`config.mk`:
```
export PLATFORM = sky130hd
export DESIGN_NAME = pdc_dma
export DESIGN_NICKNAME = d
export VERILOG_FILES = /design/src/rtl/pdc_pkg.sv /design/src/rtl/pdc_dma.sv /design/src/rtl/pdc_fifo.sv
export SDC_FILE = /design/constraint.sdc
export NUM_CORES = 2
export LEC_CHECK = 0
export BUFFER_PORTS_ARGS = -buffer_cell sky130_fd_sc_hd__buf_2
export CAP_MARGIN = 20
export CORE_ASPECT_RATIO = 0.6
export CORE_UTILIZATION = 65
export CTS_BUF_LIST = sky130_fd_sc_hd__clkbuf_4 sky130_fd_sc_hd__clkbuf_8
export DETAILED_ROUTE_END_ITERATION = 7
export GPL_ROUTABILITY_DRIVEN = 0
export PLACE_DENSITY_LB_ADDON = 0.08
export SETUP_SLACK_MARGIN = 0.1
export SLEW_MARGIN = 20
export SYNTH_ARGS = -nofsm -noshare
export SYNTH_HDL_FRONTEND = slang
export SYNTH_SLANG_ARGS = --single-unit
```
`constraint.sdc`:
```
create_clock -name I_REF_CLK -period 7.8 [get_ports I_REF_CLK]
set_input_delay 0.78 -clock I_REF_CLK [delete_from_list [all_inputs] [get_ports I_REF_CLK]]
set_output_delay 0.78 -clock I_REF_CLK [all_outputs]
set_load 0.02 [all_outputs]
```
`src/rtl/pdc_pkg.sv`:
```
package pdc_pkg;

    // ------------------------------------------------------------
    // channel map
    // ------------------------------------------------------------
    localparam int NUM_CH      = 10;
    localparam int CH_W        = 4;
    localparam int NUM_PERIPH  = 3;
    localparam int NUM_DESC    = 2;
    localparam int ADDR_W      = 32;
    localparam int DATA_W      = 32;
    localparam int LEN_W       = 16;
    localparam int FIFO_DEPTH  = 8;

    // channel index: 0 card tx, 1 card rx, 2 usb tx, 3 usb rx,
    // 4..6 audio tx, 7..9 audio rx
    localparam logic [CH_W-1:0] CH_CARD_TX   = 4'h0;
    localparam logic [CH_W-1:0] CH_CARD_RX   = 4'h1;
    localparam logic [CH_W-1:0] CH_USB_TX    = 4'h2;
    localparam logic [CH_W-1:0] CH_USB_RX    = 4'h3;
    localparam logic [CH_W-1:0] CH_AUD_TX0   = 4'h4;
    localparam logic [CH_W-1:0] CH_AUD_RX0   = 4'h7;
    localparam int              AUD_PAIRS    = 3;

    // transfer size encodings
    typedef enum logic [1:0] {
        PDC_SZ_BYTE = 2'h0,
        PDC_SZ_WORD = 2'h1,
        PDC_SZ_QUAD = 2'h2
    } pdc_size_t;

    localparam logic [2:0] BEATS_SINGLE = 3'h1;
    localparam logic [2:0] BEATS_QUAD   = 3'h4;

    // engine states, gray along idle-req-xfer-done
    typedef enum logic [1:0] {
        PDC_IDLE = 2'b00,
        PDC_REQ  = 2'b01,
        PDC_XFER = 2'b11,
        PDC_DONE = 2'b10
    } pdc_state_t;

    // buffer descriptor written by software
    typedef struct packed {
        logic [ADDR_W-1:0] base;
        logic [LEN_W-1:0]  len;
        pdc_size_t         size;
    } pdc_desc_t;

    // one memory-side beat
    typedef struct packed {
        logic [ADDR_W-1:0] addr;
        logic [DATA_W-1:0] data;
        logic              write;
        pdc_size_t         size;
        logic [CH_W-1:0]   ch;
    } pdc_beat_t;

    // receive data entry through the fifo
    typedef struct packed {
        logic [DATA_W-1:0] data;
        logic [CH_W-1:0]   ch;
    } pdc_word_t;

    localparam int WORD_W = DATA_W + CH_W;

    localparam logic [LEN_W-1:0] LEN_ZERO = 16'h0000;

endpackage : pdc_pkg

```
`src/rtl/pdc_dma.sv`:
```
`timescale 1ns/1ps
`default_nettype none
module pdc_dma
    import pdc_pkg::*;
(
    input  wire logic                  I_REF_CLK,
    input  wire logic                  I_SYS_RST,
    input  wire logic                  I_CE,
    // software control and status
    input  wire logic [NUM_CH-1:0]     I_CH_EN,
    input  wire logic                  I_DESC_WR,
    input  wire logic [CH_W-1:0]       I_DESC_CH,
    input  wire logic                  I_DESC_SEL,
    input  wire pdc_desc_t             I_DESC,
    input  wire logic [NUM_CH-1:0]     I_IRQ_MASK,
    output logic [NUM_CH-1:0]          O_NEED_BUF,
    output logic [NUM_CH-1:0]          O_ACTIVE_DESC,
    output logic                       O_IRQ,
    // peripheral request lines, one per channel
    input  wire logic [NUM_CH-1:0]     I_PER_REQ,
    input  wire logic [DATA_W-1:0]     I_RX_DATA,
    output logic [NUM_CH-1:0]          O_PER_ACK,
    output logic [DATA_W-1:0]          O_TX_DATA,
    // system bus master
    output logic                       O_BUS_REQ,
    input  wire logic                  I_BUS_GNT,
    output pdc_beat_t                  O_BUS_BEAT,
    output logic                       O_BUS_VALID,
    input  wire logic                  I_BUS_READY,
    input  wire logic [DATA_W-1:0]     I_BUS_RDATA
);

    // ------------------------------------------------------------
    // channel classification
    // ------------------------------------------------------------
    // channel map
    function automatic logic is_rx(input logic [CH_W-1:0] ch);
        return (ch == CH_CARD_RX) || (ch == CH_USB_RX) ||
               (ch >= CH_AUD_RX0 && ch < CH_AUD_RX0 + CH_W'(AUD_PAIRS));
    endfunction : is_rx

    function automatic logic [2:0] beats_of(input pdc_size_t sz);
        return (sz == PDC_SZ_QUAD) ? BEATS_QUAD : BEATS_SINGLE;
    endfunction : beats_of

    function automatic logic [LEN_W-1:0] bytes_of(input pdc_size_t sz);
        case (sz)
            PDC_SZ_BYTE: return 16'h0001;
            PDC_SZ_WORD: return 16'h0004;
            default:     return 16'h0004;
        endcase
    endfunction : bytes_of

    // ------------------------------------------------------------
    // descriptor storage
    // ------------------------------------------------------------
    pdc_desc_t           desc   [NUM_CH][NUM_DESC];
    logic [LEN_W-1:0]    remain [NUM_CH][NUM_DESC];
    logic [ADDR_W-1:0]   cur    [NUM_CH][NUM_DESC];
    logic [NUM_CH-1:0]   dvalid [NUM_DESC];
    logic [NUM_CH-1:0]   act;
    logic [NUM_CH-1:0]   need_buf;
    logic                irq;

    pdc_state_t          state;
    logic [CH_W-1:0]     gch;
    logic [2:0]          beat_left;
    logic                exhaust;
    pdc_beat_t           beat;
    logic                bus_valid;
    logic                bus_req;
    logic [NUM_CH-1:0]   per_ack;
    logic [DATA_W-1:0]   tx_data;

    // ------------------------------------------------------------
    // arbitration
    // ------------------------------------------------------------
    wire  [NUM_CH-1:0] cand;
    logic [CH_W-1:0]   win;
    logic              any;

    // a channel is eligible only while its active descriptor holds
    genvar g;
    generate
        for (g = 0; g < NUM_CH; g++) begin : g_cand
            assign cand[g] = I_CH_EN[g] && I_PER_REQ[g] &&
                             dvalid[act[g]][g];
        end
    endgenerate

    always_comb begin
        win = '0;
        any = 1'b0;
        for (int i = NUM_CH - 1; i >= 0; i--) begin
            if (cand[i]) begin
                win = CH_W'(i);
                any = 1'b1;
            end
        end
    end

    wire        g_act  = act[gch];
    wire        g_rx   = is_rx(gch);
    pdc_desc_t  g_desc;
    assign g_desc = desc[gch][g_act];
    wire [LEN_W-1:0] step  = bytes_of(g_desc.size);
    wire [LEN_W-1:0] g_rem = remain[gch][g_act];
    wire             last_beat = (beat_left == 3'h1) || (g_rem <= step);
    wire             beat_done = bus_valid && I_BUS_READY;

    // rx fifo between peripheral capture and memory write
    pdc_word_t fifo_in;
    pdc_word_t fifo_out;
    logic      fifo_in_ready;
    logic      fifo_out_valid;
    wire       fifo_push = (state == PDC_REQ) && g_rx && I_BUS_GNT;
    wire       fifo_pop  = beat_done && g_rx;
    assign fifo_in.data = I_RX_DATA;
    assign fifo_in.ch   = gch;

    pdc_fifo #(
        .WIDTH (WORD_W),
        .DEPTH (FIFO_DEPTH)
    ) u_rx_fifo (
        .i_clk       (I_REF_CLK),
        .i_rst       (I_SYS_RST),
        .i_ce        (I_CE),
        .i_in_valid  (fifo_push),
        .o_in_ready  (fifo_in_ready),
        .i_in_data   (fifo_in),
        .o_out_valid (fifo_out_valid),
        .i_out_ready (fifo_pop),
        .o_out_data  (fifo_out)
    );

    // ------------------------------------------------------------
    // engine
    // ------------------------------------------------------------
    always_ff @(posedge I_REF_CLK) begin
        if (I_SYS_RST) begin
            state     <= PDC_IDLE;
            gch       <= '0;
            beat_left <= '0;
            bus_req   <= 1'b0;
            bus_valid <= 1'b0;
            beat      <= '0;
            per_ack   <= '0;
            tx_data   <= '0;
            exhaust   <= 1'b0;
        end else if (I_CE) begin
            per_ack <= '0;
            exhaust <= 1'b0;
            case (state)
                PDC_IDLE: begin
                    // internal winner goes to the system arbiter
                    if (any) begin
                        gch     <= win;
                        bus_req <= 1'b1;
                        state   <= PDC_REQ;
                    end
                end
                PDC_REQ: begin
                    // rx stalls while the fifo is full
                    if (I_BUS_GNT && (!g_rx || fifo_in_ready)) begin
                        // quadword is a four beat burst
                        beat_left   <= beats_of(g_desc.size);
                        // master access on the system bus
                        // one side is always the peripheral
                        beat.addr   <= cur[gch][g_act];
                        beat.write  <= g_rx;
                        beat.size   <= g_desc.size;
                        beat.ch     <= gch;
                        beat.data   <= I_RX_DATA;
                        bus_valid   <= 1'b1;
                        state       <= PDC_XFER;
                    end
                end
                PDC_XFER: begin
                    if (beat_done) begin
                        if (!g_rx) begin
                            tx_data <= I_BUS_RDATA;
                        end
                        per_ack[gch] <= 1'b1;
                        beat.addr    <= beat.addr + ADDR_W'(step);
                        beat_left    <= beat_left - 3'h1;
                        if (last_beat) begin
                            bus_valid <= 1'b0;
                            bus_req   <= 1'b0;
                            exhaust   <= (g_rem <= step);
                            state     <= PDC_DONE;
                        end
                    end
                end
                PDC_DONE: begin
                    state <= PDC_IDLE;
                end
                default: begin
                    state <= PDC_IDLE;
                end
            endcase
        end
    end

    // ------------------------------------------------------------
    // descriptor bookkeeping
    // ------------------------------------------------------------
    wire [LEN_W-1:0] next_rem = (g_rem > step) ? g_rem - step : LEN_ZERO;

    always_ff @(posedge I_REF_CLK) begin
        if (I_SYS_RST) begin
            act       <= '0;
            dvalid[0] <= '0;
            dvalid[1] <= '0;
            need_buf  <= '0;
            irq       <= 1'b0;
            for (int c = 0; c < NUM_CH; c++) begin
                for (int d = 0; d < NUM_DESC; d++) begin
                    desc[c][d]   <= '0;
                    remain[c][d] <= '0;
                    cur[c][d]    <= '0;
                end
            end
        end else if (I_CE) begin
            // software loads a descriptor and clears need flag
            if (I_DESC_WR) begin
                desc[I_DESC_CH][I_DESC_SEL]   <= I_DESC;
                remain[I_DESC_CH][I_DESC_SEL] <= I_DESC.len;
                cur[I_DESC_CH][I_DESC_SEL]    <= I_DESC.base;
                dvalid[I_DESC_SEL][I_DESC_CH] <= (I_DESC.len != LEN_ZERO);
                need_buf[I_DESC_CH]           <= 1'b0;
            end
            if (state == PDC_XFER && beat_done) begin
                remain[gch][g_act] <= next_rem;
                cur[gch][g_act]    <= cur[gch][g_act] + ADDR_W'(step);
            end
            // exhausted: flip descriptor, alternating between the two
            if (exhaust) begin
                dvalid[act[gch]][gch] <= 1'b0;
                act[gch]              <= ~act[gch];
                // set wins over a same-cycle software clear
                need_buf[gch]         <= 1'b1;
            end
            irq <= |(need_buf & I_IRQ_MASK);
        end
    end

    // ------------------------------------------------------------
    // outputs
    // ------------------------------------------------------------
    // single masked interrupt
    assign O_IRQ         = irq;
    assign O_NEED_BUF    = need_buf;
    assign O_ACTIVE_DESC = act;
    assign O_PER_ACK     = per_ack;
    assign O_TX_DATA     = tx_data;
    assign O_BUS_REQ     = bus_req;
    assign O_BUS_VALID   = bus_valid;
    assign O_BUS_BEAT    = beat;

    // ------------------------------------------------------------
    // checks
    // ------------------------------------------------------------
    chk_grant_held: assert property (@(posedge I_REF_CLK)
        disable iff (I_SYS_RST)
        (state == PDC_XFER && I_CE) |=> (gch == $past(gch)))
        else $error("granted channel changed mid-burst");

    chk_req_follows_win: assert property (@(posedge I_REF_CLK)
        disable iff (I_SYS_RST)
        (state == PDC_IDLE && any && I_CE) |=> (bus_req && gch == $past(win)))
        else $error("bus request not raised for winner");

    chk_one_ack_only: assert property (@(posedge I_REF_CLK)
        disable iff (I_SYS_RST) $onehot0(per_ack))
        else $error("more than one channel acknowledged");

    chk_flip_on_exhaust: assert property (@(posedge I_REF_CLK)
        disable iff (I_SYS_RST)
        (exhaust && I_CE) |=> (act[gch] != $past(act[gch])))
        else $error("descriptor did not switch");

    chk_need_set: assert property (@(posedge I_REF_CLK)
        disable iff (I_SYS_RST)
        (exhaust && I_CE) |=> need_buf[gch])
        else $error("need flag not set");

    chk_irq_mask: assert property (@(posedge I_REF_CLK)
        disable iff (I_SYS_RST)
        I_CE ##1 (irq != |($past(need_buf) & $past(I_IRQ_MASK)))
        |-> !$past(I_CE))
        else $error("interrupt disagrees with masked flags");

    chk_rx_is_write: assert property (@(posedge I_REF_CLK)
        disable iff (I_SYS_RST)
        bus_valid |-> (beat.write == is_rx(beat.ch)))
        else $error("direction wrong for channel");

    chk_quad_beats: assert property (@(posedge I_REF_CLK)
        disable iff (I_SYS_RST)
        (state == PDC_REQ && I_BUS_GNT && I_CE && g_desc.size == PDC_SZ_QUAD
         && (!g_rx || fifo_in_ready)) |=> (beat_left == BEATS_QUAD))
        else $error("quadword burst length wrong");

    // the captured rx word is what goes out on the bus
    chk_rx_fifo_data: assert property (@(posedge I_REF_CLK)
        disable iff (I_SYS_RST)
        (bus_valid && beat.write && fifo_out_valid) |->
        (beat.data == fifo_out.data && beat.ch == fifo_out.ch))
        else $error("rx beat differs from captured word");

    chk_ack_per_beat: assert property (@(posedge I_REF_CLK)
        disable iff (I_SYS_RST)
        (state == PDC_XFER && beat_done && I_CE) |=> per_ack[gch])
        else $error("accepted beat not acknowledged");

    chk_valid_with_req: assert property (@(posedge I_REF_CLK)
        disable iff (I_SYS_RST) bus_valid |-> bus_req)
        else $error("beat offered without bus request");

    cov_quad: cover property (@(posedge I_REF_CLK)
        bus_valid && beat.size == PDC_SZ_QUAD);
    cov_switch: cover property (@(posedge I_REF_CLK) exhaust);
    cov_rx: cover property (@(posedge I_REF_CLK) fifo_pop);
    cov_irq: cover property (@(posedge I_REF_CLK) $rose(irq));

endmodule : pdc_dma
`default_nettype wire

```
`src/rtl/pdc_fifo.sv`:
```
`timescale 1ns/1ps
`default_nettype none
module pdc_fifo #(
    parameter int WIDTH = 36,
    parameter int DEPTH = 8
) (
    input  wire logic             i_clk,
    input  wire logic             i_rst,
    input  wire logic             i_ce,
    input  wire logic             i_in_valid,
    output logic                  o_in_ready,
    input  wire logic [WIDTH-1:0] i_in_data,
    output logic                  o_out_valid,
    input  wire logic             i_out_ready,
    output logic      [WIDTH-1:0] o_out_data
);
    localparam int AW = $clog2(DEPTH);

    logic [WIDTH-1:0] mem [DEPTH];
    logic [AW-1:0]    wr_ptr;
    logic [AW-1:0]    rd_ptr;
    logic [AW:0]      count;
    wire              push = i_in_valid && o_in_ready && i_ce;
    wire              pop  = o_out_valid && i_out_ready && i_ce;

    assign o_in_ready  = (count != (AW+1)'(DEPTH));
    assign o_out_valid = (count != '0);
    assign o_out_data  = mem[rd_ptr];

    always_ff @(posedge i_clk) begin
        if (push) begin
            mem[wr_ptr] <= i_in_data;
        end
    end

    always_ff @(posedge i_clk) begin
        if (i_rst) begin
            wr_ptr <= '0;
            rd_ptr <= '0;
            count  <= '0;
        end else begin
            if (push) begin
                wr_ptr <= (wr_ptr == AW'(DEPTH-1)) ? '0 : wr_ptr + 1'b1;
            end
            if (pop) begin
                rd_ptr <= (rd_ptr == AW'(DEPTH-1)) ? '0 : rd_ptr + 1'b1;
            end
            count <= count + (AW+1)'(push) - (AW+1)'(pop);
        end
    end

    // occupancy must never pass the depth, whatever push and pop do
    chk_fifo_no_overflow: assert property (@(posedge i_clk) disable iff (i_rst)
        count <= (AW+1)'(DEPTH))
        else $error("fifo accepts while full");

endmodule : pdc_fifo
`default_nettype wire

```
# Yosys cells after proc, flatten, opt, wreduce, memory -nomap -nowiden
# Memories as Yosys holds them, arrays and structs flattened. A register that Yosys moved wholly into a read port is not among the register bits.
# Cells that the tools add are included.
# word_totals
mem_count,4
reg_bits,150
inputBits,155
mem_bits_rw,1980
romBits,0
out_inout_bits,136
latch_bits,0
elab_cells,261
# classes
n_mul,0
n_shift,0
eq_ne,12
div_mod_pow,0
muxes,140
addsub,6
reduce_logical,62
magnitude_cmp,12
bitwise,8
# mem_list
name,words,width,read_ports,rd_clocked_by_memory_dff,wr,line,rtl
desc,10,100,1,1,10,pdc_dma.sv:57,pdc_desc_t desc [NUM_CH][NUM_DESC];
cur,10,64,1,1,10,pdc_dma.sv:59,logic [ADDR_W-1:0] cur [NUM_CH][NUM_DESC];
remain,10,32,1,1,10,pdc_dma.sv:58,logic [LEN_W-1:0] remain [NUM_CH][NUM_DESC];
dvalid,2,10,10,10,2,pdc_dma.sv:60,logic [NUM_CH-1:0] dvalid [NUM_DESC];
# ops
operator,count
$mux 32,12
$mux 64,6
$mux 100,3
$reduce_or 64->1,2
$mux 10,12
$reduce_or 100->1,1
$mux 16,6
$mux 4,21
$mux 71,1
$add 32x16->32,2
$demux 32 s1,2
$pmux 32 s2,1
$reduce_or 32->1,2
$mux 1,53
$demux 50 s1,1
$mux 50,1
$logic_and 1x1->1,35
$demux 16 s1,2
$reduce_or 10->1,3
$and 10x10->10,2
$gt 16x16->1,1
$le 16x16->1,1
$reduce_bool 16->1,1
$sub 16x16->16,1
38 further kinds,68

# Depth between registers and ports, before layout
# logic_depth
depth_word,15
mapped_depth,22
ltp_nobuf,14

# Modules after synthesis
# Synthesis repeated with hierarchy kept, for this count alone.
# hier_totals
cells_unflattened,7445
hier_area_um2,97915.2
# modules_own_cells
module,seq_area_each_um2,area_each_um2,n_inst,cells_per_inst
pdc_dma,51649.5,86102.6,1,6956
pdc_fifo,8908.5,11812.6,1,489

# Least setup slack after synthesis
# Ideal clock, no wire load.
# synth_path
path_type,input to register
start,in I_SYS_RST
end,"mem cur[10][0] in the netlist's numbering, enable pin"
path_buffers,3
t_required_ns,7.287
setup_slack_ns,2.360
arrival_ns,4.927
path_stages,6
setup_time_ns,0.513
path_cell_list,clkbuf_1 -> nor2_1 -> nand2_1 -> clkbuf_1 -> clkbuf_1 -> nor3_1
# synth_rtl
item,line,rtl
from (decl),pdc_dma.sv:7,"input wire logic I_SYS_RST,"
to (decl),pdc_dma.sv:59,

==> impl_metrics.yaml <==
outcome:
  status: "finished, final reports clean"
pwr:
  power_density_nw_per_um2: 208
  ir_worst_vdd_v: 0.000198
  p_leak_nw: 30.9
worst_setup_path:
  crit_top_cell: "buf_4"
  path_buf_inv: 4
  crit_type: "reg2reg"
  slowest_delay_ns: 0.88
  cp-end-kind: "flop"
  path_cells: "buf_4, buf_4, mux4_2, a22oi_1, nand2_1, nor4_1, or2_2, ha_1, inv_1, a21oi_1, nand2_1, a2111o_1, buf_4, nand2b_2, o21ai_0"
  worstPathMaxFanout: 34
  arrival_ns: 7.17
  cp-start-kind: "flop"
  critPathTopFamily: "simple AND/OR/NAND/NOR gates"
  critPathRequiredTime_ns: 8.48
  cp_slowest_cell: "dfxtp_4"
synth:
  syn_avg_cell_area_um2: 12.0
  syn_nets: 7391
  yosys.area_share.adder_pct: 0.237
  synth_area_leader_cell: "edfxtp_1"
  synth_top_area_share_pct: 55.6
  synth_top_flop_cell: "edfxtp_1"
  synth_compound_area_share_pct: 10.9
  synth_seq_cells: 1784
  synth_xor_area_share_pct: 0.463
  synth_area_leaders: "edfxtp_1, mux4_2, o21ai_0, nand3_1, dfxtp_1"
  synth_edf_count: 1600
  synth_top_family_by_area: "multiplexers"
  synthSimpleGateAreaFrac_pct: 11.1
  ys_warn_count: 0
  syn_inst: 7221
  yosysSeqAreaShare_pct: 59.8
  synth_mux_area_share_pct: 11.9
  ys_types: 88
  ys_async_sr_fraction_pct: 0
  synth_area_um2: 86400
routing:
  drt_pass1_iterations: 8
  drt-total-wl_um: 316000
  routed.top_layer: "met5"
  wl_per_cell_um: 35.5
  dr_wl_met3_um: 61700
  post-route-drc-count: 0
  drt_iter0_drc: 13300
  wl_met2_um: 128000
  vias: 66700
  ant_nets: 0
  vias_per_cell: 7.49
  wl_met1_um: 103000
global_route:
  grt_max_degree: 129
  grt_usage_pct: 46.6
  antenna_found_initial: 14
  grt_pass1_wl_um: 444000
  grt_pass1_vias: 61800
  grt_overflow_total: 0
timing:
  hold_viol: 0
  fin_crit_sh_pct: 83.2
  finalSetupTns_ns: 0
  setup_viol: 0
  period_minus_slack_ns: 6.49
  drv_slew: 0
  layout_setup_ws_ns: 1.31
  tightest_slew_ns: 1.30
  finClkSkew_ns: 0.0604
  max_freq_mhz: 154
  slew_headroom_pct: 13.2
  rsz0062_at_grt: "no"
placement:
  io_buffer_count: 290
  dp_cells: 8376
  detailed_place_hpwl_um: 170000
  dp_slack_ns: 1.61
cells_and_area:
  areaGrowthSynthToFinish_pct: 8.33
  multiInputGateArea_um2: 30700
  final_cells: 8907
  drive_gt1_share_pct: 20.7
  regArea_um2: 51700
  layout_commonest_cell: "edfxtp_1"
  fillCellCount: 8917
  num-nets-final: 7107
  final_cell_mix: "edfxtp_1, o21ai_0, nand3_1, nand2_1, mux4_2"
clocking:
  clk_pin_slew_ns: 0.07
  clk-insertion-delay-late_ns: 1.03
  post-cts-setup-buffers: 0
  cts_resized: 0
  tritoncts: "yes"
  cts_max_level: 5
  cts_hold_buf: 64
  clkSinkCount: 1784
  clockBufferDepth: 4
  cts_made_buffers: 278
  ctsRootBufferMaster: "clkbuf_8"
flow_run:
  drv_cap: 0
floorplanning:
  die_h_um: 284
  ioPinCount: 291
  core-area_um2: 132000
  dieArea_um2: 134000
  initial_core_util_pct: 65.6
  core.rowCount: 103
  die_w_um: 473
min_path:
  min_path_type: "in2reg"
==> final cells by class <==
cell class,instances,area share (%)
diodes,12,0.0321
multi-input cells,4294,32.8
repair buffers,555,4.08
well taps,1785,2.39
clock inverters,73,0.339
flip-flops and latches,1784,55.3
clock buffers,380,5.02
inverters,24,0.0962
==> final timing paths <==
kind / startpoint / endpoint / slack [ns] / cells after the start
setup / recovery: flop / remain[15][17]$_DFFE_PP_ / 1.31 / 15
hold / removal: I_SYS_RST / state[1]$_SDFFE_PP0P_ / 0.18 / 2
setup reg to reg: flop / remain[15][17]$_DFFE_PP_ / 1.31 / 15
hold reg to reg: O_BUS_BEAT[34]$_SDFFE_PP0P_ / O_BUS_BEAT[34]$_SDFFE_PP0P_ / 0.45 / 2
==> routing by layer <==
metal	vias up	track usage, %
li1	26500	-
met1	31600	62.7
met2	7043	63.1
met3	1515	20.0
met4	24	27.0
met5	-	1.74
==> worst reg2reg max path, stage by stage, from the launching register on <==
cell	delay (ns)
dfxtp_4	0.88
buf_4	0.57
buf_4	0.49
mux4_2	0.56
a22oi_1	0.15
nand2_1	0.12
nor4_1	0.80
or2_2	0.30
ha_1	0.21
inv_1	0.07
a21oi_1	0.20
nand2_1	0.11
a2111o_1	0.64
buf_4	0.37
nand2b_2	0.48
o21ai_0	0.21
==> through the flow <==
step	total power [W]	area (um2)	utilization [%]	hold WS (ns)
global route	0.0198	93600	71.1	0.196
finish	0.0195	93600	71.1	0.181
floorplan	0.0115	86400	-	0.417
detailed placement	0.0119	87800	66.7	0.438
CTS	0.0193	93500	71.0	0.122
global placement	0.0119	87700	66.6	0.433
==> cells in the mapped netlist, drive strengths merged, types with 50 or more instances <==
library cell,n
buf,211
mux2i,50
edfxtp,1600
o21ai,1302
clkbuf,908
nand2,624
dfxtp,184
nor2,121
a21oi,145
and2,51
a22oi,125
mux4,424
nand3,1006
==> where the power goes <==
part	leakage [nW]	switching, W	internal, W	total [W]
Sequential	16.4	0.0000874	0.0107	0.0108
Clock	2.67	0.00379	0.00388	0.00766
Combinational	11.8	0.000775	0.000283	0.00106
==> cell families after synthesis <==
logic type,Yosys count
xor+xnor,44
buf+inv,1143
flops,1784
fa+ha+maj,16
mux,490
compound gates,1725
simple gates,2019
==> flip-flops by register name, indices dropped and copies added, names as in the netlist, 20 cells and up, named ones only <==
name and cells:
cur 1024, desc 64, remain 512, O_BUS_BEAT 71, O_TX_DATA 32, dvalid 20
Power figures use the tool's default switching activity.
